`src/sacc_pkg.sv`:
```
// Shared constants and types for the successive-approximation converter control
package sacc_pkg;

	localparam int RES_W     = 10;
	localparam int THR_W     = 8;
	localparam int NIB_W     = 4;
	localparam int SEL_W     = 3;
	localparam int CNT_W     = 6;
	localparam int IDX_W     = 4;
	localparam int SUB_W     = 3;

	// Machine cycles per operation
	localparam logic [CNT_W-1:0] CONV_CYCLES = 6'h3e;
	localparam logic [CNT_W-1:0] CMP_CYCLES  = 6'h08;
	// Each of the ten trials lasts this many machine cycles; 10 x 6 fits inside 62
	localparam logic [SUB_W-1:0] STEP_LEN    = 3'h6;
	localparam logic [IDX_W-1:0] MSB_IDX     = 4'h9;

	// Control register one fields
	localparam int MODE_BIT = 3;
	localparam int SEL_LSB  = 0;
	localparam logic [NIB_W-1:0] CTRL_ONE_RESET = 4'h0;
	localparam logic [RES_W-1:0] RESULT_RESET   = 10'h000;
	localparam logic [THR_W-1:0] THRESH_RESET   = 8'h00;

	// Machine-cycle divider ratio in clocks
	localparam int MC_DIV = 1;

	typedef enum logic [1:0] {
		SACC_IDLE = 2'b00,
		SACC_CONV = 2'b01,
		SACC_DONE = 2'b11,
		SACC_CMP  = 2'b10
	} sacc_state_t;

endpackage

```
`src/sacc_top.sv`:
```
// Converter and comparator control: approximation engine, flag and accumulator transfers
//
// Contract
// - Converter start clears the whole result register before any trial.
// - Then the top bit is set and the DAC level compared with input.
// - Bit stays one when DAC below input, cleared when DAC above input.
// - Trials run from top bit to bit zero, ten comparisons in all.
// - Conversion ends 62 machine cycles after start, result held.
// - On completion the done flag sets and the interrupt condition asserts.
// - Control one bit 3 high selects comparator mode.
// - Threshold load takes upper nibble from B, lower from A.
// - In comparator mode the DAC code comes from the threshold register.
// - Result is undefined after changing into comparator mode.
// - Threshold is separate storage and survives mode changes.
// - Threshold write and read act only in comparator mode.
// - In comparator mode flag sets when input is below DAC level.
// - Flag clears when its interrupt is taken or skip happens.
// - Interrupt control two setting chooses interrupt or skip service.
// - Comparator start ends after 8 machine cycles, then updates flag.
// - Low-pair read puts result bits 1:0 into A upper, zeros below.
// - Flag may set on mode return; software clears it with skip.
// - Control one bit 3 low selects converter mode.
// - Three-bit field selects one of eight analog inputs.
// - Result is 10 bits; value n drives DAC to n/1024 full scale.
`timescale 1ns/1ps
module sacc_top
	import sacc_pkg::*;
#(
	parameter int MCD = sacc_pkg::MC_DIV
) (
	input  wire logic                       mclk_in,
	input  wire logic                       reset_n_in,
	input  wire logic [sacc_pkg::NIB_W-1:0] acc_a_in,
	input  wire logic [sacc_pkg::NIB_W-1:0] acc_b_in,
	input  wire logic                       ctrl_one_write_in,
	input  wire logic                       ctrl_one_read_in,
	input  wire logic                       conv_start_instr_in,
	input  wire logic                       set_threshold_instr_in,
	input  wire logic                       read_threshold_instr_in,
	input  wire logic                       fetch_low_pair_instr_in,
	input  wire logic                       fetch_high_byte_instr_in,
	input  wire logic                       skip_on_done_instr_in,
	input  wire logic                       done_irq_sel_in,
	input  wire logic                       irq_taken_in,
	input  wire logic                       comparator_in,
	output logic [sacc_pkg::NIB_W-1:0]      acc_a_out,
	output logic [sacc_pkg::NIB_W-1:0]      acc_b_out,
	output logic                            acc_valid_out,
	output logic                            skip_out,
	output logic                            done_irq_req_out,
	output logic                            conv_done_flag_out,
	output logic [sacc_pkg::RES_W-1:0]      dac_code_out,
	output logic [sacc_pkg::SEL_W-1:0]      analog_sel_out,
	output logic                            comp_mode_out,
	output logic                            busy_out
);
	import sacc_pkg::*;

	sacc_state_t           state_reg;
	logic                  mc_en;
	logic [NIB_W-1:0]      ctrl_one_reg;
	logic [RES_W-1:0]      result_reg;
	logic [THR_W-1:0]      thresh_reg;
	logic [CNT_W-1:0]      cnt_reg;
	logic [SUB_W-1:0]      sub_reg;
	logic [IDX_W-1:0]      idx_reg;
	logic                  trials_reg;
	logic                  cmp_meta_reg;
	logic                  cmp_sync_reg;
	logic                  comp_mode;
	logic                  start_ok;
	logic                  conv_end;
	logic                  cmp_end;
	logic                  flag_set;
	logic                  flag_clr;

	function automatic logic [RES_W-1:0] dac_from_thresh(input logic [THR_W-1:0] t);
		dac_from_thresh = {t, {(RES_W - THR_W){1'b0}}};
	endfunction

	sacc_mc_tick #(
		.DIV (MCD)
	) u_tick (
		.mclk_in    (mclk_in),
		.reset_n_in (reset_n_in),
		.tick_out   (mc_en)
	);

	assign comp_mode = ctrl_one_reg[MODE_BIT];
	// Start ignored while busy so a running sequence is never restarted
	assign start_ok  = conv_start_instr_in && (state_reg == SACC_IDLE);
	assign conv_end  = (state_reg == SACC_CONV) && mc_en && (cnt_reg == CONV_CYCLES - 6'h01);
	assign cmp_end   = (state_reg == SACC_CMP) && mc_en && (cnt_reg == CMP_CYCLES - 6'h01);
	// Comparator high means DAC level below the input
	assign flag_set  = conv_end || (cmp_end && !cmp_sync_reg);
	assign flag_clr  = (irq_taken_in && done_irq_sel_in)
		|| (skip_on_done_instr_in && !done_irq_sel_in && conv_done_flag_out);

	// Comparator output is asynchronous to the machine clock
	always_ff @(posedge mclk_in or negedge reset_n_in) begin
		if (!reset_n_in) begin
			cmp_meta_reg <= 1'b0;
			cmp_sync_reg <= 1'b0;
		end else begin
			cmp_meta_reg <= comparator_in;
			cmp_sync_reg <= cmp_meta_reg;
		end
	end

	always_ff @(posedge mclk_in or negedge reset_n_in) begin
		if (!reset_n_in) begin
			ctrl_one_reg <= CTRL_ONE_RESET;
		end else if (ctrl_one_write_in) begin
			ctrl_one_reg <= acc_a_in;
		end
	end

	always_ff @(posedge mclk_in or negedge reset_n_in) begin
		if (!reset_n_in) begin
			thresh_reg <= THRESH_RESET;
		end else if (set_threshold_instr_in && comp_mode) begin
			thresh_reg <= {acc_b_in, acc_a_in};
		end
	end

	always_ff @(posedge mclk_in or negedge reset_n_in) begin
		if (!reset_n_in) begin
			state_reg <= SACC_IDLE;
			cnt_reg   <= '0;
		end else begin
			unique case (state_reg)
				SACC_IDLE: begin
					if (start_ok) begin
						state_reg <= comp_mode ? SACC_CMP : SACC_CONV;
						cnt_reg   <= '0;
					end
				end
				SACC_CONV: begin
					if (mc_en) begin
						cnt_reg <= cnt_reg + 6'h01;
					end
					if (conv_end) begin
						state_reg <= SACC_DONE;
					end
				end
				SACC_CMP: begin
					if (mc_en) begin
						cnt_reg <= cnt_reg + 6'h01;
					end
					if (cmp_end) begin
						state_reg <= SACC_DONE;
					end
				end
				SACC_DONE: begin
					state_reg <= SACC_IDLE;
				end
			endcase
		end
	end

	// Approximation engine; result left untouched in comparator mode, so its
	// content there carries no meaning
	always_ff @(posedge mclk_in or negedge reset_n_in) begin
		if (!reset_n_in) begin
			result_reg <= RESULT_RESET;
			idx_reg    <= MSB_IDX;
			sub_reg    <= '0;
			trials_reg <= 1'b0;
		end else if (start_ok && !comp_mode) begin
			result_reg <= RESULT_RESET;
			idx_reg    <= MSB_IDX;
			sub_reg    <= '0;
			trials_reg <= 1'b1;
		end else if (state_reg == SACC_CONV && mc_en && trials_reg) begin
			if (sub_reg == '0) begin
				result_reg[idx_reg] <= 1'b1;
			end
			if (sub_reg == STEP_LEN - 3'h1) begin
				result_reg[idx_reg] <= cmp_sync_reg;
				sub_reg             <= '0;
				if (idx_reg == '0) begin
					trials_reg <= 1'b0;
				end else begin
					idx_reg <= idx_reg - 4'h1;
				end
			end else begin
				sub_reg <= sub_reg + 3'h1;
			end
		end
	end

	// Set wins over a clear in the same cycle
	always_ff @(posedge mclk_in or negedge reset_n_in) begin
		if (!reset_n_in) begin
			conv_done_flag_out <= 1'b0;
		end else if (flag_set) begin
			conv_done_flag_out <= 1'b1;
		end else if (flag_clr) begin
			conv_done_flag_out <= 1'b0;
		end
	end

	always_ff @(posedge mclk_in or negedge reset_n_in) begin
		if (!reset_n_in) begin
			done_irq_req_out <= 1'b0;
			skip_out         <= 1'b0;
		end else begin
			done_irq_req_out <= done_irq_sel_in && (flag_set || (conv_done_flag_out && !flag_clr));
			skip_out         <= skip_on_done_instr_in && !done_irq_sel_in && conv_done_flag_out;
		end
	end

	always_ff @(posedge mclk_in or negedge reset_n_in) begin
		if (!reset_n_in) begin
			busy_out <= 1'b0;
		end else if (start_ok) begin
			busy_out <= 1'b1;
		end else if (conv_end || cmp_end) begin
			busy_out <= 1'b0;
		end
	end

	always_ff @(posedge mclk_in or negedge reset_n_in) begin
		if (!reset_n_in) begin
			dac_code_out   <= RESULT_RESET;
			analog_sel_out <= '0;
			comp_mode_out  <= 1'b0;
		end else begin
			dac_code_out   <= comp_mode ? dac_from_thresh(thresh_reg) : result_reg;
			analog_sel_out <= ctrl_one_reg[SEL_LSB +: SEL_W];
			comp_mode_out  <= comp_mode;
		end
	end

	// Accumulator transfers; a disallowed threshold read leaves the bus untouched
	always_ff @(posedge mclk_in or negedge reset_n_in) begin
		if (!reset_n_in) begin
			acc_a_out     <= '0;
			acc_b_out     <= '0;
			acc_valid_out <= 1'b0;
		end else begin
			acc_valid_out <= 1'b0;
			if (fetch_low_pair_instr_in) begin
				acc_a_out     <= {result_reg[1:0], 2'b00};
				acc_valid_out <= 1'b1;
			end else if (fetch_high_byte_instr_in) begin
				acc_b_out     <= result_reg[9:6];
				acc_a_out     <= result_reg[5:2];
				acc_valid_out <= 1'b1;
			end else if (read_threshold_instr_in && comp_mode) begin
				acc_b_out     <= thresh_reg[7:4];
				acc_a_out     <= thresh_reg[3:0];
				acc_valid_out <= 1'b1;
			end else if (ctrl_one_read_in) begin
				acc_a_out     <= ctrl_one_reg;
				acc_valid_out <= 1'b1;
			end
		end
	end
endmodule

```
`src/sacc_mc_tick.sv`:
```
// Machine-cycle enable divider
`timescale 1ns/1ps
module sacc_mc_tick #(
	parameter int DIV = 1
) (
	input  wire logic mclk_in,
	input  wire logic reset_n_in,
	output logic      tick_out
);
	localparam int DW = (DIV > 1) ? $clog2(DIV) : 1;

	logic [DW-1:0] div_reg;

	always_ff @(posedge mclk_in or negedge reset_n_in) begin
		if (!reset_n_in) begin
			div_reg <= '0;
		end else if (div_reg == DW'(DIV - 1)) begin
			div_reg <= '0;
		end else begin
			div_reg <= div_reg + 1'b1;
		end
	end

	// Registered so the pulse is glitch-free; DIV of 1 gives a steady high
	always_ff @(posedge mclk_in or negedge reset_n_in) begin
		if (!reset_n_in) begin
			tick_out <= 1'b0;
		end else begin
			tick_out <= (DIV <= 1) ? 1'b1 : (div_reg == DW'(DIV - 1));
		end
	end
endmodule

```
`config.mk`:
```
export PLATFORM = sky130hd
export DESIGN_NAME = sacc_top
export DESIGN_NICKNAME = d
export VERILOG_FILES = /design/src/sacc_pkg.sv /design/src/sacc_top.sv /design/src/sacc_mc_tick.sv
export SDC_FILE = /design/constraint.sdc
export NUM_CORES = 1
export LEC_CHECK = 0
export ABC_CLOCK_PERIOD_IN_PS = 1900
export BUFFER_PORTS_ARGS = -buffer_cell sky130_fd_sc_hd__clkbuf_2
export CAP_MARGIN = 20
export CORE_ASPECT_RATIO = 0.8
export CORE_MARGIN = 2
export CORE_UTILIZATION = 51
export CTS_CLUSTER_SIZE = 40
export DETAILED_ROUTE_END_ITERATION = 8
export GPL_TIMING_DRIVEN = 0
export PLACE_DENSITY = 0.76
export SLEW_MARGIN = 30
export SYNTH_ARGS = -nofsm -noshare
export SYNTH_HDL_FRONTEND = slang
export SYNTH_HIERARCHICAL = 1
export SYNTH_SLANG_ARGS = --single-unit
```
`constraint.sdc`:
```
create_clock -name mclk_in -period 1.9 [get_ports mclk_in]
set_input_delay 0.285 -clock mclk_in [delete_from_list [all_inputs] [get_ports mclk_in]]
set_output_delay 0.285 -clock mclk_in [all_outputs]
set_load 0.01 [all_outputs]
```
# Word level (Yosys, flattened, before mapping)
# Cells that the tools add are included.
[op_classes]
add_sub_neg = 3
magnitude_cmp = 2
n_eq_ne = 11
muxes = 43
bitwise = 2
n_reduce_logical = 41
[ops]
columns = ["cell", "count"]
rows = [
  ["10-bit two-way mux", 7],
  ["4-bit two-way mux", 10],
  ["1-bit logical AND", 16],
  ["2-bit nonzero test", 7],
  ["1-bit two-way mux", 13],
  ["6-bit two-way mux", 2],
  ["6-bit case mux with 2 select lines", 1],
  ["3-bit AND reduction", 4],
  ["10-bit bitwise mux", 1],
  ["10-bit bitwise OR", 1],
  ["3-bit two-way mux", 3],
  ["2-bit two-way mux", 4],
  ["2-bit != test (second input constant)", 4],
  ["2-bit case mux with 4 select lines", 1],
  ["6-bit by 1-bit adder with 6-bit output (second input constant)", 1],
  ["6-bit by 3-bit == test with 1-bit output (second input constant)", 1],
  ["6-bit == test (second input constant)", 1],
  ["4-bit by 5-bit < comparator with 1-bit output (second input constant)", 1],
  ["1-bit demux with 4-bit select", 1],
  ["2-bit == test (second input constant)", 2],
  ["4-bit by 1-bit >= comparator with 1-bit output (second input constant)", 1],
  ["1-bit logical NOT", 4],
  ["4-bit logical NOT", 1],
  ["1-bit logical OR", 4],
  ["other kinds (11)", 11],
]
[totals]
ff_bits = 68
in_bits = 21
output_inout_bits = 27
elab_cells = 123

# Longest topological paths before layout
# Gate-level depths: netlist (run 1).
[depth]
ltp_word = 12
depth_mapped = 7
mapped_depth_nobuf = 6

# Cells and area by module
# The synthesis (run 1) kept the hierarchy.
[by_module_without_submodules]
columns = ["mod", "n_inst", "cells_each", "area_each_um2", "seq_area_each_um2"]
rows = [
  ["sacc_top", 1, 275, 3094.2, 1679.1],
  ["sacc_mc_tick", 1, 2, 28.8, 25.0],
]

# Worst setup path before layout (run 1)
# No wires, ideal clock.
[synth_timing]
path_kind = "register to register"
start = "reg state_reg[1]"
end = "reg state_reg[0]"
setup_ps = 127
arrival_ps = 1853
required_time_ps = 1773
setup_slack_ps = -81
stages_incl_launch_ff = 7
path_buffers = 0
period_less_slack_ps = 1981
cell_sequence = "dfrtp_1 inv_1 ha_1 nand2_2 or3_4 a2111o_1 mux2_1"
[synth_via]
elab_chain_cells = 5
word_cells_on_any_way = 14
cone_classes = "eq/ne: 6; mux: 1; reduce/logical: 7"
[synth_lines]
columns = ["element", "line", "source"]
rows = [
  ["from (decl)", "sacc_top.sv:59", "sacc_state_t state_reg;"],
  ["from (signal assigned)", "sacc_top.sv:134", "state_reg <= comp_mode ? SACC_CMP : SACC_CONV;"],
  ["2-bit == test or 2-bit by 1-bit == test with 1-bit output (tied branches)", "sacc_top.sv:93, sacc_top.sv:131, sacc_top.sv:92", ""],
  ["1-bit logical AND, on equally long branches (2 in a row)", "sacc_top.sv:93, sacc_top.sv:92", ""],
  ["2-bit != test (no line)", "n/a", ""],
  ["3-bit AND reduction (no line)", "n/a", ""],
]
# Parallel ways exist; a longest one is shown, timed or not.
# A chain may end at the register's enable or synchronous reset.

# Worst setup path after layout (run 1)
# Ends and elaborated chain as after synthesis.

==> results.md, run 1 <==
* Ports at 48
* Vias at 2,313
* Post-Syn Nets at between 300 and 400
* Top_reg_cell synth: dfrtp_1
* Logic pwr share at 0.328
* Tmin final at between 1.5 and 2 ns
* Hold Crit Class: input port to flip-flop
* CTS tree: built
* Cell Area, Placed at around 3500 um2
* Largest net degree at the start of global routing at 48
* ANT cells at 0
* Max cap viols at 0
* Setup crit start kind: flip-flop
* Final Hold Fails at 0
* Post-synth EDFFs at 0
* Avg WL per Cell at approximately 15 um
* Synthesized instance count at around 280
* Max clock buf depth at 2
* Area Growth Syn to Fin at 24.2%
* Final instance area at ~3900 um2
* Failing checks: negative setup slack
* Worst Setup Slack, final at -0.0209 ns
* CP endpoint kind: flip-flop
* Antenna violations before repair at 0
* WP data arrival at about 2.2 ns
* Global-route usage over all layers at 0.203
* Fin. max-slew vios at 0
* Final worst-path cycle share at 1.01
* First-iteration detailed-routing DRC count at around 100
* Total grt overflow at 0
* Ys Warns at 6
* CTS Buf Count at 9
* Clock share of power at 0.262
* CTS sink cnt at between 60 and 70
* DPL Wire Length at ~4.4 mm
* H-tree Lvls at 3
* Layout Nets at 379
* Achievable clock frequency at 521 MHz
* Die area at approximately 6800 um2
* Yosys cell types at 48
* CP required at approximately 2.1 ns
* Final wirelength at roughly 6.3 mm
* Router iterations before antenna repair at 5
* Critical Path Slowest Stage Cell: a2111o_1
* Final setup viols at 2
* CP max FO at 4
* Setup TNS at -0.0410 ns
* CP max stage delay at approximately 0.44 ns
* Outcome: finished with violations
* Initial core utilization at 0.528
* CTS clk-pin slew, worst paths at ~0.080 ns
* Placement Rows at 25
* PortBufs at 46
* Global-route wire length before repair at ~10 mm
* # DRC at 0
* Root Driver: clkbuf_8
* Gpl congestion at roughly 0.85
* Sequential area share after synthesis at 0.546
* Power Internal at 3150 uW
* Post-synth ARST share at 1.00
* Cell Pwr Density at between 1000 and 1500 nW/um2
* Height of the die at approximately 74 um
* Bufs and invs on worst path at 1
* Max-Slew Margin vs Limit at 0.606
* Vias in the first global route at between 2,000 and 2,500
* Yosys reg bits at 68
* Crit path cell chain: inv_2, ha_4, nand2_4, or3_4, a2111o_1, mux2_4
* Seq pwr share at 0.410
* Worst-Skew Late Latency at 0.35 ns
* Delay-heaviest family, CP: compound AO/OA/AOI/OAI gates
* Share of layout cells above drive strength 1 at 0.335
* RSZ-0062 raised after global routing: true
* Die extent in x at between 90 and 100 um
* Worst ir drop on vdd at around 0.58 mV
* Critical path type: flip-flop to flip-flop
* Clock skew at between 0.01 and 0.015 ns
* Net Sw Power at 1540 uW
* Core footprint at 5910 um2
* Final Power at between 4000 and 5000 uW
* Antenna Nets Post-Route at 0
* Switch share at 0.328
* Synth Cell Area at about 3100 um2
* Avg Synthesized Cell Area at ~11 um2
* Vias per cell at 5.34
* Worst-margin pin slew at just under 0.6 ns
* Leakage power at between 0.0015 and 0.002 uW
[through the flow]
step	worst slack (ns)	util	cells	hold slack [ns]
final	-0.0209	0.656	433	0.0462
after global routing	-0.0734	0.656	433	0.0279
after CTS	-0.00180	0.642	428	0.0384
after detailed placement	-0.142	0.592	405	0.234
after global placement	-0.103	0.586	404	0.337
after floorplan	0.00550	-	277	-0.0106
[cell families (layout without fill, tap and decap cells)]
family	Yosys count	in the layout	synth area share
other	1	1	0.00120
XOR/XNOR	7	7	0.0196
AO/OA/AOI/OAI	47	47	0.104
adder cells (fa/ha/maj)	11	11	0.0441
flip-flops	68	68	0.546
buffers and inverters	17	92	0.0228
multiplexers	30	30	0.105
AND/OR/NAND/NOR	96	96	0.158
[cell usage in the layout, fill, tap and decap left out, types with 3 or more instances in the layout]
master	instances
clkbuf_1	3
mux2i_1	8
a31oi_1	3
o21ai_0	4
nand2b_1	4
clkbuf_8	11
xnor2_1	6
a32o_1	5
clkbuf_2	46
and3b_1	3
nor3_2	3
a211oi_1	3
a21oi_1	17
ha_1	8
a21o_1	3
nor2b_1	6
nor3_1	5
inv_1	6
nand2_1	24
mux2_2	20
nand3_1	8
dfrtp_1	66
nor2_1	20
and3_1	5
buf_4	13
[synth_stat cells (all sizes together), types with 3 or more instances]
cell | n | share of area
o21ai | 4 | 0.0064
inv | 8 | 0.0096
a21oi | 17 | 0.027
nor2 | 21 | 0.025
nor3 | 8 | 0.014
a21o | 3 | 0.0072
a31oi | 3 | 0.0060
dfrtp | 66 | 0.53
and3 | 5 | 0.010
nand2 | 25 | 0.031
nor2b | 7 | 0.014
nor3b | 3 | 0.0072
buf | 4 | 0.0072
a211oi | 3 | 0.0072
and3b | 3 | 0.0084
clkbuf | 5 | 0.0060
nand3 | 9 | 0.014
mux2i | 8 | 0.026
nand2b | 4 | 0.0080
mux2 | 22 | 0.079
ha | 11 | 0.044
xnor2 | 6 | 0.017
a32o | 5 | 0.016
[repair_timing]
| action | CTS | global route |
|---|---|---|
| pin swaps | 3 | 1 |
| hold endpoints to repair | 19 | 0 |
| resized for setup | 6 | 10 |
| buffers inserted | 8 | 5 |
| setup endpoints to repair | 13 | 16 |
| hold buffers | 1 | 0 |
[cell type report]
| cell class | instances | area (um2) |
|---|---|---|
| plain buffers | 7 | 35.0 |
| clock buffers | 11 | 151 |
| clock inverters | 5 | 60.1 |
| fillers | 473 | 2030 |
| inverters | 8 | 30.0 |
| multi-input cells | 192 | 1430 |
| flip-flops and latches | 68 | 1700 |
| well taps | 81 | 101 |
| repair buffers | 61 | 368 |
[metal layers]
layer,routed length (um),track usage,vias to the layer above
li1,-,-,1124
met1,3070,0.286,1128
met2,2870,0.306,54
met3,289,0.0608,7
met4,63,0.0657,0
met5,0,0,-
[worst reg2reg max path, cell delays in order (launching register included)]
cell	delay, ns
dfrtp_1	0.40
inv_2	0.10
ha_4	0.17
nand2_4	0.06
or3_4	0.33
a2111o_1	0.44
mux2_4	0.32
[final timing paths]
check | start | endpoint | slack, ns | cells past startpoint
max | state_reg[1] | state_reg[0] | -0.02 | 6
min | comparator_in | cmp_meta_reg | 0.05 | 1
max reg2reg | state_reg[1] | state_reg[0] | -0.02 | 6
min reg2reg | cmp_meta_reg | cmp_sync_reg | 0.36 | 0
max in group asynchronous | reset_n_in | skip_out | 0.98 | 3
min in group asynchronous | reset_n_in | cmp_meta_reg | 0.40 | 2
[power groups by stage]
stage          sequential [uW]  combinational, uW  clock [uW]
6_report                  1920               1540        1230
5_1_grt                   1960               1710        1340
4_1_cts                   1920               1420        1260
3_5_place_dp              1970               1230           0
3_3_place_gp              1950               1190           0
2_1_floorplan             1950                877           0
Note: power is estimated with default switching activity, not from simulation.
==> inputs of run 2 (changes only) <==
--- a/config.mk
+++ b/config.mk
@@ -10,11 +10,11 @@
 export CAP_MARGIN = 20
 export CORE_ASPECT_RATIO = 0.8
 export CORE_MARGIN = 2
-export CORE_UTILIZATION = 51
+export CORE_UTILIZATION = 30
 export CTS_CLUSTER_SIZE = 40
 export DETAILED_ROUTE_END_ITERATION = 8
 export GPL_TIMING_DRIVEN = 0
-export PLACE_DENSITY = 0.76
+export PLACE_DENSITY = 0.49
 export SLEW_MARGIN = 30
 export SYNTH_ARGS = -nofsm -noshare
 export SYNTH_HDL_FRONTEND = slang
==> run 2 against run 1 <==
Compared with the run above:
- largest cell class unchanged
- first-iteration DRC count is 12% higher
- largest power group unchanged
- clock skew decreased by 0.0062 ns
- core utilization is 26 points lower
- non-clock buffer count down 2
- sequential share of layout area decreased by 1.9 points
- critical endpoint unchanged
- fmax increased by 0.60%
- clock power up 46%
- worst hold slack better by 0.024 ns
- total power rose by 12%
- the flow still finishes with violations (negative setup slack)
- sequential power is essentially flat
- wire length is 14% higher
- count of clock-buffer cells in the layout up 1
==> results.md, run 2 (synthesis gave the netlist of run 1 again) <==
* Reg2reg setup slack at -0.009 ns
* CTS clk-pin slew, worst paths at about 0.060 ns
* Switch share at 0.306
* Met3 Usage GRT at 0.0520
* Cell Area, Placed at ~3500 um2
* Core footprint at roughly 10,000 um2
* Commonest non-fill, non-tap cell in the layout: dfrtp_1
* Hold Path Depth at 1
* R2R cell count at 6
* Hold_sp: comparator_in
* Max clock buf depth at 2
* # DRC at 0
* Outcome: finished with violations
* Setup TNS at -0.0159 ns
* Logic pwr share at 0.289
* Gpl congestion at around 0.75
* CTS sink cnt at slightly below 70
* DPL Wire Length at about 5.0 mm
* Global-route usage over all layers at 0.139
* Critical Path Slowest Stage Cell: a2111o_1
* Final Power at approximately 5200 uW
* Die extent in x at roughly 120 um
* Ports at 48
* Final worst-path cycle share at 1.00
* Delay-heaviest family, CP: simple AND/OR/NAND/NOR gates
* Crit path cell chain: inv_2, ha_4, nand3_2, or3_4, a2111o_1, mux2_4
* CTS tree: built
* CTS Buf Count at 9
* Root Driver: clkbuf_16
* Vias per cell at between 4 and 5
* ANT cells at 0
* CP endpoint kind: flip-flop
* Worst ir drop on vdd at roughly 0.52 mV
* Critical path type: flip-flop to flip-flop
* Tmin final at 1.91 ns
* Clock share of power at 0.342
* Worst-Skew Late Latency at 0.33 ns
* Antenna Nets Post-Route at 0
* Avg WL per Cell at ~15 um
* Area Growth Syn to Fin at 29.8%
* H-tree Lvls at 3
* Fin Hold WS at around 0.07 ns
* Fin. max-slew vios at 0
* Vias in the first global route at 2,331
* Vias at between 2,000 and 2,500
* GR met2 Demand/Resource at 0.199
* Max-Slew Margin vs Limit at 0.571
* Commonest non-fill, non-tap cells in the layout: 66 x dfrtp_1, 46 x clkbuf_2, 23 x nand2_1
* Reg2reg end: state_reg[0]
* WP data arrival at around 2.1 ns
* Seq pwr share at 0.369
* Largest net degree at the start of global routing at 69
* Failing checks: negative setup slack
* RSZ-0062 raised after global routing: true
* Cell Pwr Density at 1290 nW/um2
* Height of the die at ~95 um
* CP max stage delay at between 0.4 and 0.5 ns
* Gr busiest metal: met2
* CP max FO at 2
* Leakage power at between 0.0015 and 0.002 uW
* Bufs and invs on worst path at 1
* Layout Nets at ~380
* Router iterations before antenna repair at 4
* Global-route wire length before repair at about 12 mm
* Final setup viols at 2
* Met1 usage at 0.194
* Worst Setup Slack, final at -0.00939 ns
* First-iteration detailed-routing DRC count at approximately 110
* Initial core utilization at 0.306
* Hold Crit Class: input port to flip-flop
* Total grt overflow at 0
* Placement Rows at 33
* Max cap viols at 0
* Die area at between 10,000 and 15,000 um2
* Setup crit start kind: flip-flop
* Power Internal at 3640 uW
* PortBufs at 46
* Antenna violations before repair at 0
* Final Hold Fails at 0
* Final instance area at around 4100 um2
* Achievable clock frequency at 524 MHz
* Final wirelength at 7.20 mm
* Share of layout cells above drive strength 1 at 0.343
* Clock skew at a little under 0.007 ns
* Hold Path End: cmp_meta_reg
* RR Startpoint: cnt_reg[1]
* Worst-margin pin slew at around 0.64 ns
* CP required at around 2.1 ns
* Net Sw Power at between 1500 and 2000 uW
run 2: worst max path at each step:
| stage | start | cells after the start | endpoint |
|---|---|---|---|
| floorplan | state_reg[1] | 6 | state_reg[0] |
| global placement | ctrl_one_reg[3] | 3 | dac_code_out[4] |
| detailed placement | state_reg[0] | 6 | state_reg[1] |
| CTS | cnt_reg[1] | 6 | state_reg[0] |
| global route | state_reg[1] | 6 | state_reg[0] |
| finish | cnt_reg[1] | 6 | state_reg[0] |
run 2: area by class of cell:
| type | instances | area (um2) |
|---|---|---|
| fill | 1021 | 6150 |
| buffer | 7 | 36.3 |
| clock inverter | 4 | 72.6 |
| timing repair buffer | 59 | 339 |
| clock buffer | 12 | 246 |
| multi-input combinational | 192 | 1450 |
| inverter | 8 | 30.0 |
| tap | 140 | 175 |
| sequential | 68 | 1700 |
run 2: worst reg2reg max path, cell delays in order (launching register included):
cell and delay (ns):
dfrtp_1 0.40, inv_2 0.09, ha_4 0.12, nand3_2 0.06, or3_4 0.39, a2111o_1 0.42, mux2_4 0.32
run 2: routing by layer:
| layer | vias to the layer above | wire [um] |
|---|---|---|
| li1 | 1128 | - |
| met1 | 1129 | 3680 |
| met2 | 56 | 3040 |
| met3 | 6 | 404 |
| met4 | 0 | 74 |
| met5 | - | 0 |
run 2: per-stage QoR:
stage / utilization / setup WS [ns] / std cells
floorplan: - / 0.00550 / 277
global route: 0.397 / -0.0667 / 490
CTS: 0.390 / -0.00563 / 486
detailed placement: 0.348 / -0.133 / 463
finish: 0.397 / -0.00939 / 490
global placement: 0.347 / -0.125 / 463
run 2: power groups by stage:
stage	clock [uW]	sequential (uW)	combinational, uW
3_5_place_dp	0	1970	1250
2_1_floorplan	0	1950	877
3_3_place_gp	0	1960	1230
6_report	1790	1930	1520
4_1_cts	1830	1930	1440
5_1_grt	1900	1980	1710
run 2: repair_timing:
action,in CTS,in global routing
setup buffers,8,4
hold buffers,1,0
gates cloned,0,0
resized for setup,12,11
hold endpoints to repair,66,0
pin swaps,3,2
setup endpoints to repair,20,21
==> inputs of run 3 (changes only) <==
--- a/config.mk
+++ b/config.mk
@@ -11,8 +11,10 @@
 export CORE_ASPECT_RATIO = 0.8
 export CORE_MARGIN = 2
 export CORE_UTILIZATION = 30
+export CTS_BUF_LIST = sky130_fd_sc_hd__clkbuf_16
 export CTS_CLUSTER_SIZE = 40
 export DETAILED_ROUTE_END_ITERATION = 8
+export GPL_ROUTABILITY_DRIVEN = 0
 export GPL_TIMING_DRIVEN = 0
 export PLACE_DENSITY = 0.49
 export SLEW_MARGIN = 30
==> run 3 against run 2 <==
Compared with the run above:
- the run still ends with negative setup slack left
- register-to-register slack about the same
- core utilization decreased by 0.42 points
- flip-flop and latch count unchanged
- total power decreased by 1.3%
- fmax increased by 0.25%
- setup slack improved by 0.0048 ns
- wire length decreased by 0.25%
- via count decreased by 0.47%
- sequential share of layout area increased by 0.45 points
- critical path type unchanged
- largest power group unchanged
==> results.md, run 3 (synthesis gave the netlist of run 1 again) <==
* CP max FO at 2
* First-iteration detailed-routing DRC count at approximately 120
* Achievable clock frequency at about 530 MHz
* Largest net degree at the start of global routing at 69
* Worst ir drop on vdd at around 0.52 mV
* Placement Rows at 33
* Outcome: finished with violations
* CTS Buf Count at 9
* Hold_sp: comparator_in
* Tmin final at 1.90 ns
* CTS sink cnt at 68
* RR Startpoint: cnt_reg[1]
* Final worst-path cycle share at 1.00
* Die extent in x at 118 um
* Cell Pwr Density at ~1300 nW/um2
* Share of layout cells above drive strength 1 at 0.332
* Final instance area at around 4000 um2
* CP required at roughly 2.1 ns
* RSZ-0062 raised after global routing: true
* Global-route usage over all layers at 0.139
* Commonest non-fill, non-tap cell in the layout: dfrtp_1
* Vias at 2,308
* DPL Wire Length at 4.95 mm
* Clock skew at approximately 0.0051 ns
* Worst-margin pin slew at 0.641 ns
* Reg2reg setup slack at -0.005 ns
* Logic pwr share at 0.291
* Core footprint at ~10,000 um2
* Setup crit start kind: flip-flop
* CP endpoint kind: flip-flop
* Ports at 48
* Root Driver: clkbuf_16
* Vias per cell at about 4.7
* R2R cell count at 6
* Cell Area, Placed at approximately 3500 um2
* Failing checks: negative setup slack
* Switch share at 0.307
* Clock share of power at 0.336
* Power Internal at around 3600 uW
* Worst Setup Slack, final at -0.00458 ns
* PortBufs at 46
* Commonest non-fill, non-tap cells in the layout: 66 x dfrtp_1, 46 x clkbuf_2, 23 x nand2_1
* Setup TNS at -0.00518 ns
* H-tree Lvls at 3
* ANT cells at 0
* Hold Crit Class: input port to flip-flop
* Hold Path End: cmp_meta_reg
* Net Sw Power at around 1600 uW
* CTS clk-pin slew, worst paths at ~0.06 ns
* Avg WL per Cell at roughly 15 um
* Final wirelength at roughly 7.2 mm
* Total grt overflow at 0
* Router iterations before antenna repair at 4
* WP data arrival at between 2 and 2.5 ns
* Max clock buf depth at 2
* Initial core utilization at 0.306
* Critical path type: flip-flop to flip-flop
* Fin. max-slew vios at 0
* Leakage power at 0.00184 uW
* Seq pwr share at 0.373
* Die area at around 11,000 um2
* Fin Hold WS at around 0.072 ns
* Height of the die at ~95 um
* Max cap viols at 0
* Layout Nets at roughly 380
* Final Hold Fails at 0
* Worst-Skew Late Latency at 0.33 ns
* Vias in the first global route at about 2,300
* Global-route wire length before repair at approximately 12 mm
* Antenna Nets Post-Route at 0
* Reg2reg end: state_reg[0]
* CTS tree: built
* Hold Path Depth at 1
* # DRC at 0
* Max-Slew Margin vs Limit at 0.571
* Final setup viols at 2
* Area Growth Syn to Fin at 28.4%
* Antenna violations before repair at 0
run 3: cell types whose count changed in the layout (fill, tap and decap cells not counted), sizes merged:
cell	delta
clkbuf	-3
buf	-1
inv	+2
clkinv	+1
run 3: how the worst max path moves through the flow:
stage                     from              end  slack [ns]  depth (start not counted)
5_1_grt           state_reg[1]    result_reg[1]       -0.07                          6
2_1_floorplan     state_reg[1]     state_reg[0]       0.006                          6
6_report            cnt_reg[1]     state_reg[0]      -0.005                          6
4_1_cts             cnt_reg[1]     state_reg[0]      -0.006                          6
3_3_place_gp   ctrl_one_reg[3]  dac_code_out[4]       -0.13                          3
3_5_place_dp      state_reg[0]     state_reg[1]       -0.13                          6
run 3: layout make-up:
class / count / area (um2)
fill: 1030 / 6190
buffer: 7 / 36.3
inverter: 8 / 30.0
clock inverter: 7 / 83.8
tap: 140 / 175
timing repair buffer: 58 / 332
clock buffer: 9 / 225
sequential: 68 / 1700
multi-input combinational: 192 / 1420
run 3: through the flow:
step / worst slack [ns] / util / power (uW) / std cells
2_1_floorplan: 0.00550 / - / 2820 / 277
3_3_place_gp: -0.125 / 0.347 / 3190 / 463
3_5_place_dp: -0.133 / 0.348 / 3220 / 463
4_1_cts: -0.00563 / 0.389 / 5160 / 486
5_1_grt: -0.0654 / 0.393 / 5520 / 489
6_report: -0.00458 / 0.393 / 5170 / 489
run 3: timing repair:
item | in CTS | in global routing
pin swaps | 3 | 0
buffers inserted | 8 | 3
endpoints found under the setup margin | 20 | 21
hold buffers | 1 | 0
endpoints found under the hold margin | 66 | 0
resized for setup | 12 | 7
run 3: power by group through the flow:
stage | Sequential, uW | Combinational, uW | Clock [uW]
5_1_grt | 1970 | 1700 | 1850
6_report | 1930 | 1500 | 1740
2_1_floorplan | 1950 | 877 | 0
3_5_place_dp | 1970 | 1250 | 0
4_1_cts | 1930 | 1440 | 1780
3_3_place_gp | 1960 | 1230 | 0
run 3: routing by layer:
layer	vias to the layer above	global-route usage	share of wire
li1	1123	-	-
met1	1131	0.194	0.52
met2	48	0.199	0.41
met3	6	0.0520	0.055
met4	0	0.0412	0.010
met5	-	0	0
run 3: worst max-delay path: stages (launching register included):
cell and delay [ns]:
dfrtp_1 0.39, inv_2 0.08, ha_4 0.12, nand3_2 0.06, or3_4 0.39, a2111o_1 0.42
mux2_4 0.32
